[config.mk]
export PLATFORM = sky130hd
export DESIGN_NAME = cmesc_ctrl
export DESIGN_NICKNAME = d
export VERILOG_FILES = /design/src/include/cmesc_pkg.sv /design/src/hw/cmesc_ctrl.sv /design/src/hw/cmesc_tick.sv
export SDC_FILE = /design/constraint.sdc
export NUM_CORES = 1
export LEC_CHECK = 0
export BUFFER_PORTS_ARGS = -buffer_cell sky130_fd_sc_hd__buf_2
export CELL_PAD_IN_SITES_DETAIL_PLACEMENT = 1
export CELL_PAD_IN_SITES_GLOBAL_PLACEMENT = 2
export CORE_ASPECT_RATIO = 2
export CORE_UTILIZATION = 40
export DETAILED_ROUTE_END_ITERATION = 12
export PLACE_DENSITY = 0.78
export SYNTH_ARGS = -nofsm -noshare
export SYNTH_HDL_FRONTEND = slang
export SYNTH_HIERARCHICAL = 1
export SYNTH_SLANG_ARGS = --single-unit
[constraint.sdc]
create_clock -name clock_in -period 5.6 [get_ports clock_in]
set_input_delay 0 -clock clock_in [delete_from_list [all_inputs] [get_ports clock_in]]
set_output_delay 0 -clock clock_in [all_outputs]
set_load 0.1 [all_outputs]
[src/include/cmesc_pkg.sv]
// Constants, types and codes of the command-mode escape controller.
// Assumes a 40 MHz clock and a binary command port fed by a command parser.
// Operation
// Silence of guard-before time precedes escape character
// Escape character programmable 0x20-0x7F, reset 0x2B
// Enter command mode only after full sequence
// Command mode ends after inactivity timeout
// Exit command returns to idle at once
// Second output selects flow control or transmit enable
// Third output selects receive indicator or levels
// Timeout settings below minimum are rejected
// Silence of guard-after time completes sequence
// Command without parameter answers stored value
// New serial rate applies only on exit
// Broken sequence restarts detection, bytes stay data
package cmesc_pkg;

    // Timebase: one tick per 100 ms
    localparam int unsigned CLK_HZ      = 40_000_000;
    localparam int unsigned TICK_MS     = 100;
    localparam int unsigned TICK_CYCLES = CLK_HZ / 1000 * TICK_MS;

    // Command codes, which double as register offsets
    localparam logic [7:0] CMD_BT = 8'h04;  // guard_before_time
    localparam logic [7:0] CMD_AT = 8'h05;  // guard_after_time
    localparam logic [7:0] CMD_CT = 8'h06;  // command_mode_timeout
    localparam logic [7:0] CMD_CN = 8'h09;  // exit_command_mode
    localparam logic [7:0] CMD_CC = 8'h13;  // escape_character
    localparam logic [7:0] CMD_BD = 8'h15;  // serial_rate_setting
    localparam logic [7:0] CMD_CS = 8'h1F;  // second_output_config
    localparam logic [7:0] CMD_CD = 8'h28;  // third_output_config

    // Reset values
    localparam logic [15:0] BT_RST = 16'h000A;
    localparam logic [15:0] AT_RST = 16'h000A;
    localparam logic [15:0] CT_RST = 16'h00C8;
    localparam logic [7:0]  CC_RST = 8'h2B;
    localparam logic [7:0]  CS_RST = 8'h00;
    localparam logic [7:0]  CD_RST = 8'h00;
    localparam logic [15:0] BD_RST = 16'h0003;  // Factory rate, arbitrary

    // Legal ranges
    localparam logic [15:0] TIME_MIN = 16'h0002;
    localparam logic [15:0] TIME_MAX = 16'hFFFF;
    localparam logic [7:0]  CC_MIN   = 8'h20;
    localparam logic [7:0]  CC_MAX   = 8'h7F;
    localparam logic [7:0]  CS_MAX   = 8'h04;
    localparam logic [7:0]  CD_MAX   = 8'h03;
    localparam logic [15:0] BD_STD_MAX = 16'h0006;
    localparam logic [15:0] BD_NS_MIN  = 16'h007D;

    // Second output selections
    localparam logic [7:0] CS_CTS     = 8'h00;
    localparam logic [7:0] CS_TXEN_LO = 8'h01;
    localparam logic [7:0] CS_HIGH    = 8'h02;
    localparam logic [7:0] CS_TXEN_HI = 8'h03;
    localparam logic [7:0] CS_LOW     = 8'h04;

    // Third output selections
    localparam logic [7:0] CD_RXIND = 8'h00;
    localparam logic [7:0] CD_HIGH  = 8'h01;
    localparam logic [7:0] CD_LOW   = 8'h02;
    localparam logic [7:0] CD_ADDR  = 8'h03;

    localparam logic [15:0] SIL_MAX = 16'hFFFF;  // Silence counter saturates

    // Mode states, one-hot
    typedef enum logic [2:0] {
        ST_IDLE  = 3'b001,  // Data mode, watching for escape
        ST_GUARD = 3'b010,  // Escape seen, timing guard-after
        ST_CMD   = 3'b100   // Command mode
    } cmesc_state_t;

endpackage : cmesc_pkg

[src/hw/cmesc_ctrl.sv]
// Escape controller: spots guard/escape/guard in the byte stream,
// runs command mode, holds settings and
// drives both auxiliary lines.
// Assumes bytes and commands arrive from logic on the same clock.
`timescale 1ns/1ps
`default_nettype none
module cmesc_ctrl #(
    parameter int unsigned TICK_CYC = cmesc_pkg::TICK_CYCLES
) (
    input  wire logic        clock_in,           // 40 MHz clock
    input  wire logic        sys_rst_in,         // Async reset, active high
    input  wire logic        rx_valid_in,        // Byte from serial input
    input  wire logic [7:0]  rx_byte_in,         // Received byte
    input  wire logic        cmd_valid_in,       // Parsed command strobe
    input  wire logic [7:0]  cmd_code_in,        // Command code
    input  wire logic        cmd_has_param_in,   // Parameter present
    input  wire logic [15:0] cmd_param_in,       // Parameter value
    input  wire logic        flow_ready_in,      // Receive buffer has room
    input  wire logic        tx_active_in,       // Line driver needed
    input  wire logic        rx_activity_in,     // Receiving a packet
    input  wire logic        rx_addressed_in,    // Packet is for us
    output logic             data_valid_out,     // Byte passed as data
    output logic [7:0]       data_out,           // Passed byte
    output logic             rsp_valid_out,      // Command answer strobe
    output logic             rsp_ok_out,         // Command accepted
    output logic [15:0]      rsp_data_out,       // Stored value
    output logic             command_mode_out,   // In command mode
    output logic [15:0]      serial_rate_out,    // Applied rate setting
    output logic             second_aux_output_out,
    output logic             third_aux_output_out
);
    import cmesc_pkg::*;

    // Whole state of the controller
    typedef struct packed {
        cmesc_state_t state;   // Mode
        logic [15:0]  sil;     // Ticks of silence / inactivity
        logic [15:0]  bt;      // guard_before_time
        logic [15:0]  at;      // guard_after_time
        logic [15:0]  ct;      // command_mode_timeout
        logic [7:0]   cc;      // escape_character
        logic [7:0]   cs;      // second_output_config
        logic [7:0]   cd;      // third_output_config
        logic [15:0]  bd_pend; // Rate written, not yet applied
        logic [15:0]  bd_act;  // Rate in use
        logic         rsp_v;
        logic         rsp_ok;
        logic [15:0]  rsp_d;
        logic         dat_v;
        logic [7:0]   dat;
        logic         aux2;
        logic         aux3;
    } cmesc_ctrl_t;

    localparam cmesc_ctrl_t RST = '{
        state: ST_IDLE, sil: '0, bt: BT_RST, at: AT_RST, ct: CT_RST,
        cc: CC_RST, cs: CS_RST, cd: CD_RST, bd_pend: BD_RST,
        bd_act: BD_RST, rsp_v: 1'b0, rsp_ok: 1'b0, rsp_d: '0,
        dat_v: 1'b0, dat: '0, aux2: 1'b0, aux3: 1'b0
    };

    cmesc_ctrl_t r, n;
    logic        tick;     // 100 ms pulse
    logic        restart;  // Realign timebase

    // Range check shared by every setting
    function automatic logic in_range(input logic [15:0] v,
                                      input logic [15:0] lo,
                                      input logic [15:0] hi);
        in_range = (v >= lo) && (v <= hi);
    endfunction : in_range

    // Timebase restarts on activity or mode change
    cmesc_tick #(
        .CYCLES     (TICK_CYC)
    ) u_tick (
        .clock_in   (clock_in),
        .sys_rst_in (sys_rst_in),
        .restart_in (restart),
        .tick_out   (tick)
    );

    assign restart = rx_valid_in
                   || (cmd_valid_in && (r.state == ST_CMD))
                   || (n.state != r.state);

    // Next-state logic
    always_comb begin
        n       = r;
        n.rsp_v = 1'b0;
        n.dat_v = 1'b0;
        // Silence counter runs on ticks and saturates
        if (tick && (r.sil != SIL_MAX)) begin
            n.sil = r.sil + 16'h0001;
        end
        unique case (r.state)
            ST_IDLE: begin
                if (rx_valid_in) begin
                    n.dat_v = 1'b1;
                    n.dat   = rx_byte_in;
                    n.sil   = '0;
                    // Escape only counts after a long enough silence
                    if ((rx_byte_in == r.cc) && (r.sil >= r.bt)) begin
                        n.state = ST_GUARD;
                    end
                end
            end
            ST_GUARD: begin
                if (rx_valid_in) begin
                    // Any byte breaks the guard; it stays ordinary data
                    n.dat_v = 1'b1;
                    n.dat   = rx_byte_in;
                    n.sil   = '0;
                    n.state = ST_IDLE;
                end else if (r.sil >= r.at) begin
                    n.sil   = '0;
                    n.state = ST_CMD;
                end
            end
            ST_CMD: begin
                if (rx_valid_in) begin
                    n.sil = '0;
                end
                if (cmd_valid_in) begin
                    n.sil    = '0;
                    n.rsp_v  = 1'b1;
                    n.rsp_ok = 1'b1;
                    unique case (cmd_code_in)
                        CMD_BT: begin
                            if (!cmd_has_param_in) begin
                                n.rsp_d = r.bt;
                            end else if (in_range(cmd_param_in, TIME_MIN,
                                                  TIME_MAX)) begin
                                n.bt    = cmd_param_in;
                                n.rsp_d = cmd_param_in;
                            end else begin
                                n.rsp_ok = 1'b0;
                                n.rsp_d  = r.bt;
                            end
                        end
                        CMD_AT: begin
                            if (!cmd_has_param_in) begin
                                n.rsp_d = r.at;
                            end else if (in_range(cmd_param_in, TIME_MIN,
                                                  TIME_MAX)) begin
                                n.at    = cmd_param_in;
                                n.rsp_d = cmd_param_in;
                            end else begin
                                n.rsp_ok = 1'b0;
                                n.rsp_d  = r.at;
                            end
                        end
                        CMD_CT: begin
                            if (!cmd_has_param_in) begin
                                n.rsp_d = r.ct;
                            end else if (in_range(cmd_param_in, TIME_MIN,
                                                  TIME_MAX)) begin
                                n.ct    = cmd_param_in;
                                n.rsp_d = cmd_param_in;
                            end else begin
                                // Too short a timeout would lock users out
                                n.rsp_ok = 1'b0;
                                n.rsp_d  = r.ct;
                            end
                        end
                        CMD_CC: begin
                            if (!cmd_has_param_in) begin
                                n.rsp_d = {8'h00, r.cc};
                            end else if (in_range(cmd_param_in,
                                                  {8'h00, CC_MIN},
                                                  {8'h00, CC_MAX})) begin
                                n.cc    = cmd_param_in[7:0];
                                n.rsp_d = cmd_param_in;
                            end else begin
                                n.rsp_ok = 1'b0;
                                n.rsp_d  = {8'h00, r.cc};
                            end
                        end
                        CMD_CS: begin
                            if (!cmd_has_param_in) begin
                                n.rsp_d = {8'h00, r.cs};
                            end else if (in_range(cmd_param_in, '0,
                                                  {8'h00, CS_MAX})) begin
                                n.cs    = cmd_param_in[7:0];
                                n.rsp_d = cmd_param_in;
                            end else begin
                                n.rsp_ok = 1'b0;
                                n.rsp_d  = {8'h00, r.cs};
                            end
                        end
                        CMD_CD: begin
                            if (!cmd_has_param_in) begin
                                n.rsp_d = {8'h00, r.cd};
                            end else if (in_range(cmd_param_in, '0,
                                                  {8'h00, CD_MAX})) begin
                                n.cd    = cmd_param_in[7:0];
                                n.rsp_d = cmd_param_in;
                            end else begin
                                n.rsp_ok = 1'b0;
                                n.rsp_d  = {8'h00, r.cd};
                            end
                        end
                        CMD_BD: begin
                            if (!cmd_has_param_in) begin
                                n.rsp_d = r.bd_pend;
                            end else if (in_range(cmd_param_in, '0,
                                                  BD_STD_MAX)
                                      || in_range(cmd_param_in, BD_NS_MIN,
                                                  TIME_MAX)) begin
                                // Held back so the answer uses the old rate
                                n.bd_pend = cmd_param_in;
                                n.rsp_d   = cmd_param_in;
                            end else begin
                                n.rsp_ok = 1'b0;
                                n.rsp_d  = r.bd_pend;
                            end
                        end
                        CMD_CN: begin
                            n.rsp_d  = '0;
                            n.bd_act = r.bd_pend;
                            n.state  = ST_IDLE;
                        end
                        default: begin
                            // Unknown code: refused, nothing stored
                            n.rsp_ok = 1'b0;
                            n.rsp_d  = '0;
                        end
                    endcase
                end else if (!rx_valid_in && (r.sil >= r.ct)) begin
                    // Inactivity timeout; a pending rate is not applied
                    n.sil   = '0;
                    n.state = ST_IDLE;
                end
            end
            default: begin
                n.state = ST_IDLE;
            end
        endcase
        if (n.state != r.state) begin
            n.sil = '0;
        end
        // Second auxiliary line
        unique case (r.cs)
            CS_CTS:     n.aux2 = !flow_ready_in;
            CS_TXEN_LO: n.aux2 = !tx_active_in;
            CS_HIGH:    n.aux2 = 1'b1;
            CS_TXEN_HI: n.aux2 = tx_active_in;
            CS_LOW:     n.aux2 = 1'b0;
            default:    n.aux2 = 1'b0;
        endcase
        // Third auxiliary line
        unique case (r.cd)
            CD_RXIND: n.aux3 = rx_activity_in;
            CD_HIGH:  n.aux3 = 1'b1;
            CD_LOW:   n.aux3 = 1'b0;
            CD_ADDR:  n.aux3 = rx_activity_in && rx_addressed_in;
            default:  n.aux3 = 1'b0;
        endcase
    end

    // State register
    always_ff @(posedge clock_in or posedge sys_rst_in) begin
        if (sys_rst_in) begin
            r <= RST;
        end else begin
            r <= n;
        end
    end

    // Outputs straight from the state register
    assign data_valid_out        = r.dat_v;
    assign data_out              = r.dat;
    assign rsp_valid_out         = r.rsp_v;
    assign rsp_ok_out            = r.rsp_ok;
    assign rsp_data_out          = r.rsp_d;
    assign command_mode_out      = (r.state == ST_CMD);
    assign serial_rate_out       = r.bd_act;
    assign second_aux_output_out = r.aux2;
    assign third_aux_output_out  = r.aux3;

endmodule : cmesc_ctrl
`default_nettype wire

[src/hw/cmesc_tick.sv]
// Restartable 100 ms timebase for the escape controller.
// Assumes restart comes from logic on the same clock.
`timescale 1ns/1ps
`default_nettype none
module cmesc_tick #(
    parameter int unsigned CYCLES = cmesc_pkg::TICK_CYCLES
) (
    input  wire logic clock_in,    // 40 MHz clock
    input  wire logic sys_rst_in,  // Async reset, active high
    input  wire logic restart_in,  // Start a fresh period
    output logic      tick_out     // One-cycle pulse per period
);
    import cmesc_pkg::*;

    typedef struct packed {
        logic [31:0] cnt;   // Cycles into the current period
        logic        tick;  // Registered tick
    } cmesc_tick_t;

    localparam logic [31:0] LAST = 32'(CYCLES - 1);

    cmesc_tick_t r, n;

    // Restart aligns periods to the last activity so silences are exact
    always_comb begin
        n      = r;
        n.tick = 1'b0;
        if (restart_in) begin
            n.cnt = '0;
        end else if (r.cnt == LAST) begin
            n.cnt  = '0;
            n.tick = 1'b1;
        end else begin
            n.cnt = r.cnt + 32'h0000_0001;
        end
    end

    // State register
    always_ff @(posedge clock_in or posedge sys_rst_in) begin
        if (sys_rst_in) begin
            r <= '0;
        end else begin
            r <= n;
        end
    end

    assign tick_out = r.tick;

endmodule : cmesc_tick
`default_nettype wire

# After elaboration in Yosys (flattened, before gate mapping)
# Cells that the tools add are included.
# totals
regBits	185
in_bits	41
# classes
addsub	2
order_cmp	12
n_eq_ne	20
mux	48
n_reduce_logical	31
# op_table
cell	n
16-bit two-way mux	17
16-bit one-hot mux with 7 select lines	1
19-bit two-way mux	5
32-bit two-way mux	2
16-bit >= comparator	3
16-bit one-hot mux with 3 select lines	1
18-bit two-way mux	2
32-bit by 1-bit adder with 32-bit output (second input constant)	1
32-bit by 22-bit equality test with 1-bit output (second input constant)	1
16-bit by 3-bit <= comparator with 1-bit output (second input constant)	2
8-bit by 2-bit equality test with 1-bit output (second input constant)	3
8-bit by 3-bit equality test with 1-bit output (second input constant)	3
8-bit by 5-bit equality test with 1-bit output (second input constant)	3
9-bit two-way mux	2
16-bit by 1-bit adder with 16-bit output (second input constant)	1
8-bit by 1-bit equality test with 1-bit output (second input constant)	2
16-bit by 1-bit >= comparator with 1-bit output (second input constant)	1
16-bit by 2-bit >= comparator with 1-bit output (second input constant)	1
16-bit by 6-bit >= comparator with 1-bit output (second input constant)	1
16-bit by 7-bit >= comparator with 1-bit output (second input constant)	1
16-bit <= comparator (second input constant)	1
16-bit by 2-bit <= comparator with 1-bit output (second input constant)	1
16-bit by 7-bit <= comparator with 1-bit output (second input constant)	1
8-bit logical NOT	2
other kinds (22)	55

# Depth between registers and ports, before layout
# Gate-level depths: netlist (run 1).
# logic_depth
ltp_word	10
ltp_mapped	11

# By module
# The synthesis (run 1) kept the hierarchy.
# by_module_without_submodules
mod	instances	cells_per_inst	area_each_um2	seq_area_each_um2
cmesc_ctrl	1	895	9165.0	3823.7
cmesc_tick	1	180	1701.6	825.8

# Worst setup path before layout (run 1)
# OpenSTA, ideal clock, no wires.
# synth_path
path_type	reg-to-reg
start	register r[149] in the netlist's numbering
end	register r[52] in the netlist's numbering
arrival_ns	4.616
path_slack_ns	0.859
stages_incl_launch_ff	9
n_path_buf	3
period_less_slack_ns	4.741
cell_sequence	dfstp_2 -> clkbuf_1 -> nor3b_1 -> nand2_2 -> or2_2 -> clkbuf_1 -> nor2_2 -> buf_4 -> mux2_2
# synth_between
elab_chain_len	2
# synth_lines
element	line_no	rtl
start, declared	cmesc_ctrl.sv:62	cmesc_ctrl_t r, n;
start signal, assigned	cmesc_ctrl.sv:266	r <= n;
3-bit equality test	-	
net command_mode_out	cmesc_ctrl.sv:27	output logic command_mode_out,
3-bit AND reduction (no source line)	-	
# The timed path passes the listed nets, and every way through them passes these cells.
# A chain may end at the register's enable or synchronous reset.

# Final worst setup path (run 1)
# layout_path
start	register r[150] in the netlist's numbering
end	register r[109] in the netlist's numbering
# layout_between
elab_chain_len	2
# layout_lines
element	line_no	rtl
3-bit equality test	cmesc_ctrl.sv:96	unique case (r.state)
3-bit AND reduction (no source line)	-	
# No other way between the ends.

==> run summary, run 1 <==
The clock passes through at most 2 buffers. The worst hold path belongs to the class in2reg. The area share of the largest cell type after synthesis is 38.9%. The portion of netlist area occupied by mux cells is 10.8%. The count of buffering cells on the critical path with inverters included is 1. The number of nets with antenna violations after routing came out at 0.

The sum of routed wire length over all layers came out at 34100 µm. The antenna cell count came out at 0. Summing the areas of all and, or, nand and nor instances in the mapped netlist gives 17.7% of the synthesized area. The total count of hold-check failures in the final report is 0.

The setup-violating endpoint count in the final report is 0. The tree built by TritonCTS fans out to 185 sinks. The clock-pin slew reported for the worst setup and hold paths after clock tree synthesis came out at 0.07 ns.

The count of pins on the block boundary is 87. The count of unresolved DRC violations after routing came out at 0. The number of global-route vias before repair came out at 9390. Counting the buffers created by CTS gives 17. The post-synthesis register bit count is 185.

The max-cap check violation count is 0. The most used flip-flop cell after synthesis is dfrtp_1. After synthesis, the largest family of logic cells by area is simple AND/OR/NAND/NOR gates. The post-synthesis cell type count came out at 85. The fraction of the mapped netlist area in compound gates is 11.8%.

The number of nets in the layout is 1230. The share of synthesized registers carrying an async set or reset came out at 100%. Input and output buffers added on the ports amount to 86.

The maximum cell stage delay along the critical path came out at 0.89 ns. The global-route wire length before repair is 54300 µm. In this run the worst setup path begins at r[150]. Setup repair after global routing left no endpoint under its margin.

The highest clock rate is 0.285 GHz. The area growth from synthesis to layout is 11.8%. The number of buffers inserted by hold repair at cts came out at 31. The number of cells produced by synthesis is 1075. The post-layout minimum cycle time came out at 3.51 ns. In this run the clock root is driven by a clkbuf_16. Gates resized during post-CTS repair numbered 0. The slack of the critical path is 2.09 ns. The worst-path cell with the longest stage delay is nand4_1. The family of cells with the greatest summed delay on the critical path is simple AND/OR/NAND/NOR gates. In this run the critical register-to-register path is launched from r[150]. TritonCTS built the clock tree. The final weighted congestion in routability-driven placement is 0.908. Traced cell by cell, the critical path runs through nor3b_1 > nand2_2 > inv_1 > nand4_1 > mux2_2. The flow ran to the end, and the final reports show no timing, DRC or antenna violations. In this run the critical register-to-register path is captured at r[109]. Dividing the detail-routed via count by the number of cells gives 5.76. The startpoint identified for the worst hold timing path is cmd_param_in[1].

After floorplanning, the core was sized to cover 26800 µm². The setup slack at placement came out at 2.09 ns. The number of fill cells in the layout came out at 3083. The area of the mapped netlist came out at 10900 µm².

After layout, the worst path uses 62.7% of the clock period. By startpoint and endpoint, the worst setup path is classified as reg2reg. The top cell types in the final layout, fill and taps aside, are 169 x dfrtp_1, 86 x buf_2, 79 x mux2_2.

The full die area came out at 27900 µm². The library cell used most frequently in the layout, excluding fill and tap cells, is dfrtp_1. The total negative slack for setup checks is 0 ns. The worst setup path is launched from a flop. The data required time at the worst endpoint came out at 5.94 ns. The routed layout has 8634 vias. The number of enable-type register cells in the synthesized netlist is 0. The biggest area contributor in the post-synthesis netlist is dfrtp_1. The row count came out at 85. The die height came out at 235 µm.

The clock latency reported for the late side of the worst-skew pair came out at 0.46 ns. Post-CTS timing repair inserted 0 buffers for setup. The share of synthesized area occupied by flip-flops and latches is 42.8%. The synthesized area per cell is 10.1 µm². The static power due to leakage came out at 0.00552 µW. The worst hold path passes through 3 cells. The post-layout instance area came out at 12100 µm². The first detailed-routing pass ran for 5 iterations.

The placed instance area is 11300 µm². The count of warnings emitted by yosys is 6. The initial antenna violation count is 0. Dividing total power by cell area gives a power density of 231 nW/µm². The relative slew slack is 31.1%.

After synthesis, the cell types taking the most area are dfrtp_1 39%, mux2_2 8.2%, ha_1 5.8%. The CTS H-tree depth came out at 4. Synthesis produced a netlist with a net count of 1166. The floorplan step set the die width to 119 µm. Detailed placement ended at an HPWL of 26100 µm.

The number of placed instances, taps included is 1437. After global routing the overflow that remains totals 0. The maximum fanout along the worst path came out at 27. The transition time at the pin with the least slew margin is 1.02 ns. STA classifies the critical path endpoint as a flop. The number of cell instances on the worst register-to-register path came out at 5. The share of layout cells above drive strength 1 is 22.3%. The register-to-register setup slack came out at 2.09 ns. The average wire length per cell after detail routing is 22.7 µm.

For hold timing, the worst endpoint is r[102]. For this run, the total global-route usage over all layers was measured as 25.9%. The number of standard cells in the layout, taps in and fillers out is 1500.

Summing the areas of all fa, ha and maj instances in the mapped netlist gives 5.76% of the synthesized area. The worst voltage drop across the vdd grid came out at 0.000211 V. For this configuration, the core starts out at a cell density of 40.5%. The post-route clock skew is 0.0108 ns. The count of final max-slew check failures was 0. The largest net degree at the start of global routing came out at 97. The data arrival time at the worst-slack endpoint is 3.85 ns. Summing the areas of all xor and xnor instances in the mapped netlist gives 3.95% of the synthesized area. The iteration-0 DRC count of the detailed router is 368.
-- final cells by class --
type                            count  area [µm²]  area share [%]
Multi-Input combinational cell    750        5440            44.8
Clock inverter                     10         109           0.896
Clock buffer                       22         474            3.90
Tap cell                          348         435            3.58
Inverter                           57         219            1.80
Sequential cell                   185        4650            38.3
Timing Repair Buffer              128         823            6.78
-- per-stage QoR --
step	hold slack (ns)	utilization (%)	total power [µW]
detailed placement	0.172	42.0	1590
global placement	0.172	42.0	1590
floorplan	0.117	-	1520
CTS	0.0542	45.3	2830
finish	0.0902	45.3	2800
global route	0.0890	45.3	2900
-- cells in the mapped netlist (all sizes together), types with 8 or more instances --
master	n
clkbuf	25
a31oi	8
inv	57
nor4	19
nor2	69
dfrtp	169
mux2i	28
nand3	48
nand2	76
dfstp	16
a22oi	8
ha	50
nor3	43
mux2	79
o21ai	63
a21oi	30
nor2b	12
xor2	38
nand4	30
buf	56
xnor2	11
-- worst min-delay path: cells and delay by family --
kind                   cells  cell delay, ns
AOI/OAI and AO/OA          1            0.10
buffers and inverters      1            0.23
and+or+nand+nor            1            0.20
-- state kept, by name, summed over array words and instances, names as in the netlist --
register,cells
second_aux_output_out,1
rsp_data_out,16
data_out,8
rsp_ok_out,1
data_valid_out,1
u_tick/r,32
serial_rate_out,16
third_aux_output_out,1
u_tick/tick_out,1
rsp_valid_out,1
r,107
-- worst max path at each step --
stage	endpoint	slack [ns]	cells after the start
floorplan	r[52]	0.86	8
global placement	r[110]	2.21	5
detailed placement	r[109]	2.09	5
CTS	r[109]	2.08	5
global route	u_tick/r[12]	1.82	11
finish	r[109]	2.09	5
-- cell families (layout without fill, tap and decap cells) --
logic type,count (synthesis),count (layout)
xor+xnor,49,49
compound gates,187,187
buf+inv,140,217
simple gates,357,357
flops,185,185
fa+ha+maj,50,50
mux,107,107
-- power by group --
group / internal (µW) / total (µW) / switching [µW] / leakage [µW]
combinational: 60.0 / 230 / 170 / 0.00281
clock: 659 / 1220 / 566 / 0.000280
sequential: 1340 / 1350 / 3.35 / 0.00243
-- per-layer routing --
metal  wire length, µm  part of all wire, %  GRT usage [%]  up-vias
li1                  -                    -              -     3984
met1             11600                   34           25.3     4361
met2             19400                   57           49.4      181
met3               685                  2.0           3.08      108
met4              2400                  7.0           18.0        0
met5                 0                    0              0        -
Power figures use the tool's default switching activity.
==> run 2, diff against run 1 <==
==> constraint.sdc (replaced) <==
create_clock -name clock_in -period 3.46 [get_ports clock_in]
set_input_delay 0 -clock clock_in [delete_from_list [all_inputs] [get_ports clock_in]]
set_output_delay 0 -clock clock_in [all_outputs]
set_load 0.1 [all_outputs]
==> run 2 against run 1 <==
Compared with the run above:
- core utilization up 0.75 points
- largest cell class unchanged
- fmax up 8.8%
- via count up 0.30%
- cell count rose by 1.3%
- sequential cell count unchanged
- critical endpoint is now r[151]
- final area rose by 1.7%
- highest routed layer unchanged
- power increased by 66%
- die area is the same
- non-clock buffer count increased by 20
- clock-buffer cell count is 5 lower
- register-to-register slack worse by 1.9 ns
- sequential power rose by 61%
==> run summary, run 2 (synthesized netlist as in run 1, its figures left out) <==
The flow ran to the end, and the final reports show no timing, DRC or antenna violations. The register-to-register setup slack came out at 0.23 ns. Clock tree synthesis inserted a total of 17 buffers.

The class of the tightest hold or removal check is in2reg. The core region is 26800 µm². The critical register-to-register path startpoint is r[92]. The data arrival time at the worst-slack endpoint is 3.62 ns. On the worst path, the slowest cell contributes a delay of 0.56 ns. The origin of the worst setup path is r[92]. Clock tree synthesis selected as its root buffer the cell clkbuf_16. The clock-pin slew reported for the worst setup and hold paths after clock tree synthesis is 0.08 ns. The number of antenna diodes in the final layout is 0.

The critical path ends at r[151]. The setup-violating endpoint count in the final report came out at 0. The HPWL reported at the end of detailed placement is 25900 µm. The total count of hold-check failures in the final report is 0.

The flip-flop count of the largest register after layout is 107. Walking the worst path, the cells encountered are inv_1 > ha_1 > and2_1 > a221oi_1 > o21ai_0 > a211oi_2 > nor3_1 > dlygate4sd3_1 > o22ai_1 > dlygate4sd3_1. The static power due to leakage is 0.00564 µW.

The start-to-end type of the worst setup path is reg2reg. The number of cell instances on the worst register-to-register path is 10. The transition time at the pin with the least slew margin came out at 0.897 ns. The maximum fanout along the worst path is 3. The number of port buffers is 86.

The reg-to-reg critical path endpoint is r[151]. The post-route fraction of the period consumed by the critical path came out at 93.2%. The highest clock rate came out at 0.310 GHz. The relative slew slack is 40.0%. The overall track demand over capacity in global routing is 25.2%.

Wires add up to 33800 µm. The total negative slack for setup checks came out at 0 ns. The final core area utilization came out at 46.1%. The CTS H-tree depth is 4.

The top cell types in the final layout, fill and taps aside, are 169 x dfrtp_1, 86 x buf_2, 79 x mux2_2. At the end of routability-driven placement, the weighted congestion stood at 0.882. Setup repair after global routing left no endpoint under its margin. The sink count of the clock tree came out at 185. The family of cells with the greatest summed delay on the critical path is buffers and inverters.

The count of unresolved DRC violations after routing is 0. The worst voltage drop across the vdd grid came out at 0.000284 V. The clock latency reported for the late side of the worst-skew pair came out at 0.46 ns. Ranked by flip-flop count, first place goes to r.

For the final database, setup skew stands at 0.0134 ns. The initial standard-cell utilization of the core came out at 40.5%. The worst setup path is launched from a flop. The post-layout minimum cycle time is 3.23 ns. The most common cell type on the critical path is dlygate4sd3_1. The data required time at the worst endpoint came out at 3.85 ns. The count of buffering cells on the critical path with inverters included is 3. The global-route wire length before repair is 53100 µm. The count of pins on the block boundary came out at 87.

The count of final max-slew check failures came out at 0. The area growth from synthesis to layout came out at 13.6%. The initial antenna violation count is 0.

The buffer depth of the longest clock path is 2. The total number of cells along the worst setup path is 10. STA classifies the critical path endpoint as a flop. In the final layout, the registers with the most flip-flops are r x107, u_tick/r x32. In the final routed layout, each cell accounts on average for 22.2 µm.

The number of nets in the layout is 1250. TritonCTS built the clock tree. Leaving out fill and tap cells, the most frequent cell in the layout is dfrtp_1. The per-cell via count in the routed design is 5.70.

In this run the power density over the cells is 376 nW/µm². The number of nets with antenna violations after routing came out at 0. The first detailed-routing pass ran for 7 iterations. The die height is 235 µm. The global route total overflow came out at 0. The die width is 119 µm. The max-cap check violation count is 0. The largest individual stage delay along the critical path comes from the cell dlygate4sd3_1. The number of vias in the routed layout is 8660.

The full die area is 27900 µm². The iteration-0 DRC count of the detailed router is 291. The initialized floorplan defines 85 standard-cell rows. Along the worst hold path, the cell count comes to 3. The share of layout cells above drive strength 1 came out at 24.1%. The number of global-route vias before repair was 9398. The largest net degree at the start of global routing came out at 93.
[run 2: cell count changes in the layout (fill, tap and decap cells not counted), moves of 2 or more]
cell | previous run | this run
buf_4 | 11 | 31
clkbuf_1 | 2 | 0
clkbuf_8 | 3 | 0
clkinv_2 | 0 | 2
inv_6 | 5 | 2
inv_8 | 1 | 5
[run 2: final cells by class]
cell class | instances | area [µm²]
Clock buffer | 17 | 425
Timing Repair Buffer | 148 | 983
Fill cell | 3076 | 14500
Sequential cell | 185 | 4650
Tap cell | 348 | 435
Inverter | 57 | 218
Multi-Input combinational cell | 750 | 5450
Clock inverter | 15 | 184
[run 2: worst min path at each step]
stage | startpoint | endpoint | slack, ns
2_1_floorplan | cmd_param_in[7] | r[124] | 0.12
3_3_place_gp | sys_rst_in | u_tick/r[7] | 0.17
3_5_place_dp | sys_rst_in | u_tick/r[7] | 0.16
4_1_cts | cmd_code_in[1] | rsp_data_out[10] | 0.06
5_1_grt | cmd_code_in[1] | rsp_data_out[10] | 0.09
6_report | cmd_code_in[1] | rsp_data_out[10] | 0.08
[run 2: timing repair]
action                                  CTS  global route
endpoints found under the setup margin    0            21
setup buffers                             0             1
resized for setup                         0             1
hold endpoints to repair                130             0
hold buffers                             30             0
[run 2: metrics by stage]
stage,cells,power [µW],area [µm²],hold WS [ns],worst slack (ns)
3_5_place_dp,1457,2580,11400,0.164,0.260
2_1_floorplan,1075,2470,10900,0.117,0.380
5_1_grt,1520,4780,12300,0.0918,0.00198
6_report,1520,4650,12300,0.0811,0.234
3_3_place_gp,1457,2570,11400,0.166,0.390
4_1_cts,1519,4690,12300,0.0634,0.0383
[run 2: metal layers]
| metal | global-route usage, % | wire (µm) |
|---|---|---|
| met5 | 0 | 0 |
| met4 | 14.3 | 1820 |
| met3 | 3.27 | 715 |
| met2 | 50.4 | 19700 |
| met1 | 23.9 | 11500 |
[run 2: worst reg2reg max path, delay by kind of cell, from the launching register on]
kind | cells | cell delay (ns)
flops | 1 | 0.55
compound gates | 4 | 0.92
simple gates | 2 | 0.24
buf+inv | 3 | 1.17
fa+ha+maj | 1 | 0.30
[run 2: power by group]
group | internal (µW) | leakage (µW) | total (µW) | switching, µW
Combinational | 102 | 0.00291 | 380 | 277
Sequential | 2170 | 0.00243 | 2180 | 5.64
Clock | 1100 | 0.000296 | 2090 | 990
Total | 3370 | 0.00564 | 4650 | 1270
==> run 3, diff against run 2 <==
--- a/config.mk
+++ b/config.mk
@@ -5,13 +5,14 @@
 export SDC_FILE = /design/constraint.sdc
 export NUM_CORES = 1
 export LEC_CHECK = 0
+export ABC_AREA = 1
 export BUFFER_PORTS_ARGS = -buffer_cell sky130_fd_sc_hd__buf_2
 export CELL_PAD_IN_SITES_DETAIL_PLACEMENT = 1
 export CELL_PAD_IN_SITES_GLOBAL_PLACEMENT = 2
 export CORE_ASPECT_RATIO = 2
-export CORE_UTILIZATION = 40
+export CORE_UTILIZATION = 35
 export DETAILED_ROUTE_END_ITERATION = 12
-export PLACE_DENSITY = 0.78
+export PLACE_DENSITY = 0.77
 export SYNTH_ARGS = -nofsm -noshare
 export SYNTH_HDL_FRONTEND = slang
 export SYNTH_HIERARCHICAL = 1
==> run 3 against run 2 <==
Compared with the run above:
- largest power group unchanged
- global-route usage grew 1.1 points
- critical path depth grew 2
- power grew 8.9%
- critical endpoint is now u_tick/r[27]
- sequential power grew 3%
- clock-buffer cell count grew 1
- first-iteration DRC count grew 36%
- worst setup slack gained 0.59 ns
- wire length grew 28%
==> run summary, run 3 <==
The highest clock rate is 0.379 GHz. The global route total overflow is 0. The row count came out at 95. The commonest non-fill, non-tap cell in the layout is nand2_1. The worst register-to-register path begins at r[138]. The post-route fraction of the period consumed by the critical path came out at 76.2%. The cell sitting at the root of the clock tree is a clkbuf_16. By area the synthesized netlist is led by dfrtp_1 36%, nand2_1 15%, inv_1 5.8%. Traced cell by cell, the critical path runs through ha_1 > a21oi_1 > nor2_1 > nor3b_1 > nand2_1 > nand2_1 > nand3_1 > o211ai_1 > nand2_1 > inv_1 > nand3_1 > nor2_1. For this run, global-route usage on met1 was measured as 24.4%. The data arrival time at the worst-slack endpoint came out at 3.02 ns. The sink count of the clock tree came out at 185. The hold path startpoint is cmd_param_in[6]. The overall track demand over capacity in global routing is 26.3%.

The register with the most flip-flops in the layout has 107 of them. For this run, the leading register cell type out of synthesis is dfrtp_1. The number of enable-type register cells in the synthesized netlist came out at 0. In this run the most used layer during global routing was met2.

The synthesized design spends more area on one cell type than any other, namely dfrtp_1. The data required time at the worst endpoint came out at 3.85 ns. The maximum cell stage delay along the critical path came out at 0.59 ns.

The filler cells instantiated in the layout total 4280. The number of buffers inserted by hold repair at cts is 18. The register-to-register setup slack is 0.82 ns. The post-layout total power is 5060 µW. The CTS H-tree depth is 4. In this run the biggest area consumer among cell types represents 35.7% of the synthesized area. The share of synthesized registers carrying an async set or reset came out at 100%.

The most common cell type on the critical path is nand2_1. Setup repair after global routing left no endpoint under its margin. The clock passes through at most 2 buffers. The pre-antenna-repair detailed-routing pass consisted of 5 iterations. The transition time at the pin with the least slew margin is 0.787 ns. The final weighted congestion in routability-driven placement came out at 0.893. The number of global-route vias before repair is 11900. The synthesized design contains 185 register bits.

The largest registers in the layout are r x107, u_tick/r x32. The initial antenna violation count is 0. The average wire length per cell after detail routing is 19.9 µm. The floorplan step defined a die boundary enclosing 34700 µm².

TritonCTS built the clock tree. Clock-pin slew was measured on the worst setup and hold paths at 0.08 ns. The maximum fanout along the worst path is 8. The setup-violating endpoint count in the final report came out at 0. For this run, design rule violations remaining after detail routing come to 0.

The iteration-0 DRC count of the detailed router came out at 395. The number of setup buffers added after CTS is 0. Averaged over all synthesized cells, the footprint is 7.12 µm². The initial utilization of the core area, before any placement, comes to 35.4%. The area growth from synthesis to layout came out at 12.6%. The critical path starts at r[138]. The count of warnings emitted by yosys is 6. The portion of synthesized area spent on multiplexers is 0.949%. The relative slew slack is 47.1%. Summing the areas of all compound-gate instances in the mapped netlist gives 10.2% of the synthesized area. By area, the combinational part of the netlist is dominated by simple AND/OR/NAND/NOR gates. The share of synthesized area occupied by flip-flops and latches is 39.2%. In the layout the commonest cells are 478 x nand2_1, 182 x inv_1, 180 x nor2_1. Clock skew on the completed layout was measured at 0.0177 ns.

The area of the mapped netlist came out at 11900 µm². The run finished with clean final reports. The max-cap check violation count is 0. The clock latency reported for the late side of the worst-skew pair came out at 0.47 ns. The global-route wire length before repair came out at 68300 µm. The floorplan step set the die height to 262 µm. For this run, global-route usage on met3 was measured as 3.03%. The simple-gate portion of the synthesized area is 31.8%.

The slowest stage of the critical path belongs to the cell dfrtp_1. Counting flops per register, the top entry is r. Synthesis produced 1665 cells. The number of buffers added by the clock tree synthesis step came out at 17.

The total count of hold-check failures in the final report came out at 0. The share of layout cells above drive strength 1 came out at 13.2%. Using the TritonRoute via totals, the vias-per-cell ratio works out to 5.12. The placed instances occupy a cell area of 12600 µm².

The count of pins on the block boundary is 87. Buffers placed on the I/O ports in this run total 86. The netlist uses 42 different library cells. The die width is 132 µm.

The number of nets with antenna violations after routing is 0. The net count after synthesis came out at 1756. The start-to-end type of the worst setup path is reg2reg. The number of nets in the layout is 1820. The post-layout instance area came out at 13300 µm². The post-CTS resize count came out at 0. The sum of routed wire length over all layers came out at 43300 µm. Global routing used 52.8% of the available met2 tracks. The count of final max-slew check failures came out at 0.

The worst voltage drop across the vdd grid is 0.000353 V. Summed over all cells, the static leakage comes to 0.00668 µW. The worst setup path is launched from a flop. The number of antenna diodes in the final layout is 0.

The worst hold path belongs to the class in2reg. Among all cell types in the netlist, the one instantiated most often is nand2_1. Adding up every negative setup slack in the final design gives 0 ns. After layout, the minimum clock period comes to 2.64 ns.

The arithmetic-cell share of the synthesized area counting full adders, half adders and majority gates is 5.27%. The HPWL reported at the end of detailed placement came out at 34000 µm. The largest net degree at the start of global routing is 95.

The number of vias in the routed layout is 11200. Power spread over the standard cell area amounts to 379 nW/µm². The commonest cells after synthesis are 478 x nand2_1, 183 x inv_1, 181 x nor2_1.

The area of the core region came out at 33500 µm². The xor/xnor cell area share of the yosys netlist came out at 1.99%. The worst setup path is captured at a flop.
==> run 3: final timing paths <==
check                               end  cells after the start
hold / removal                    r[91]                      5
max in group asynchronous         r[72]                      4
hold reg to reg             data_out[6]                      2
setup / recovery           u_tick/r[27]                     12
setup reg to reg           u_tick/r[27]                     12
min in group asynchronous  u_tick/r[26]                      4
==> run 3: cell type report <==
class / instances / area, µm² / share of cell area [%]
Tap cell: 436 / 546 / 4.09
Sequential cell: 185 / 4650 / 34.8
Multi-Input combinational cell: 1194 / 5950 / 44.6
Clock buffer: 18 / 439 / 3.29
Timing Repair Buffer: 133 / 841 / 6.30
Clock inverter: 14 / 173 / 1.29
Inverter: 198 / 747 / 5.60
==> run 3: logic make-up after synthesis <==
| group | Yosys count |
|---|---|
| AND/OR/NAND/NOR | 876 |
| AO/OA/AOI/OAI | 231 |
| flip-flops | 185 |
| buffers and inverters | 286 |
| multiplexers | 10 |
| XOR/XNOR | 27 |
| adder cells (fa/ha/maj) | 50 |
==> run 3: per-layer routing <==
| layer | wire length [µm] | share of wire [%] |
|---|---|---|
| met5 | 0 | 0 |
| met2 | 24800 | 57 |
| met1 | 14800 | 34 |
| met3 | 858 | 2.0 |
| met4 | 2820 | 6.5 |
==> run 3: report_power, final <==
group	leakage [µW]	total (µW)	switching, µW	internal, µW
sequential	0.00225	2240	31.3	2210
clock	0.000297	2090	1090	999
combinational	0.00413	733	592	142
==> run 3: metrics by stage <==
stage | util (%) | cells | hold slack (ns) | setup WS [ns]
final | 39.8 | 2178 | 0.0174 | 0.825
after global routing | 39.8 | 2178 | 0.0241 | 0.602
after CTS | 39.8 | 2178 | 0.00475 | 0.795
after detailed placement | 37.5 | 2128 | 0.166 | 0.825
after global placement | 37.5 | 2128 | 0.158 | 0.849
after floorplan | - | 1665 | 0.107 | 0.844
==> run 3: worst max-delay path, delay by kind of cell, from the launching register on <==
kind | cells | cell delay [ns]
adders and majority gates | 1 | 0.32
buffers and inverters | 1 | 0.25
and+or+nand+nor | 8 | 1.03
AOI/OAI and AO/OA | 2 | 0.37
DFF | 1 | 0.59
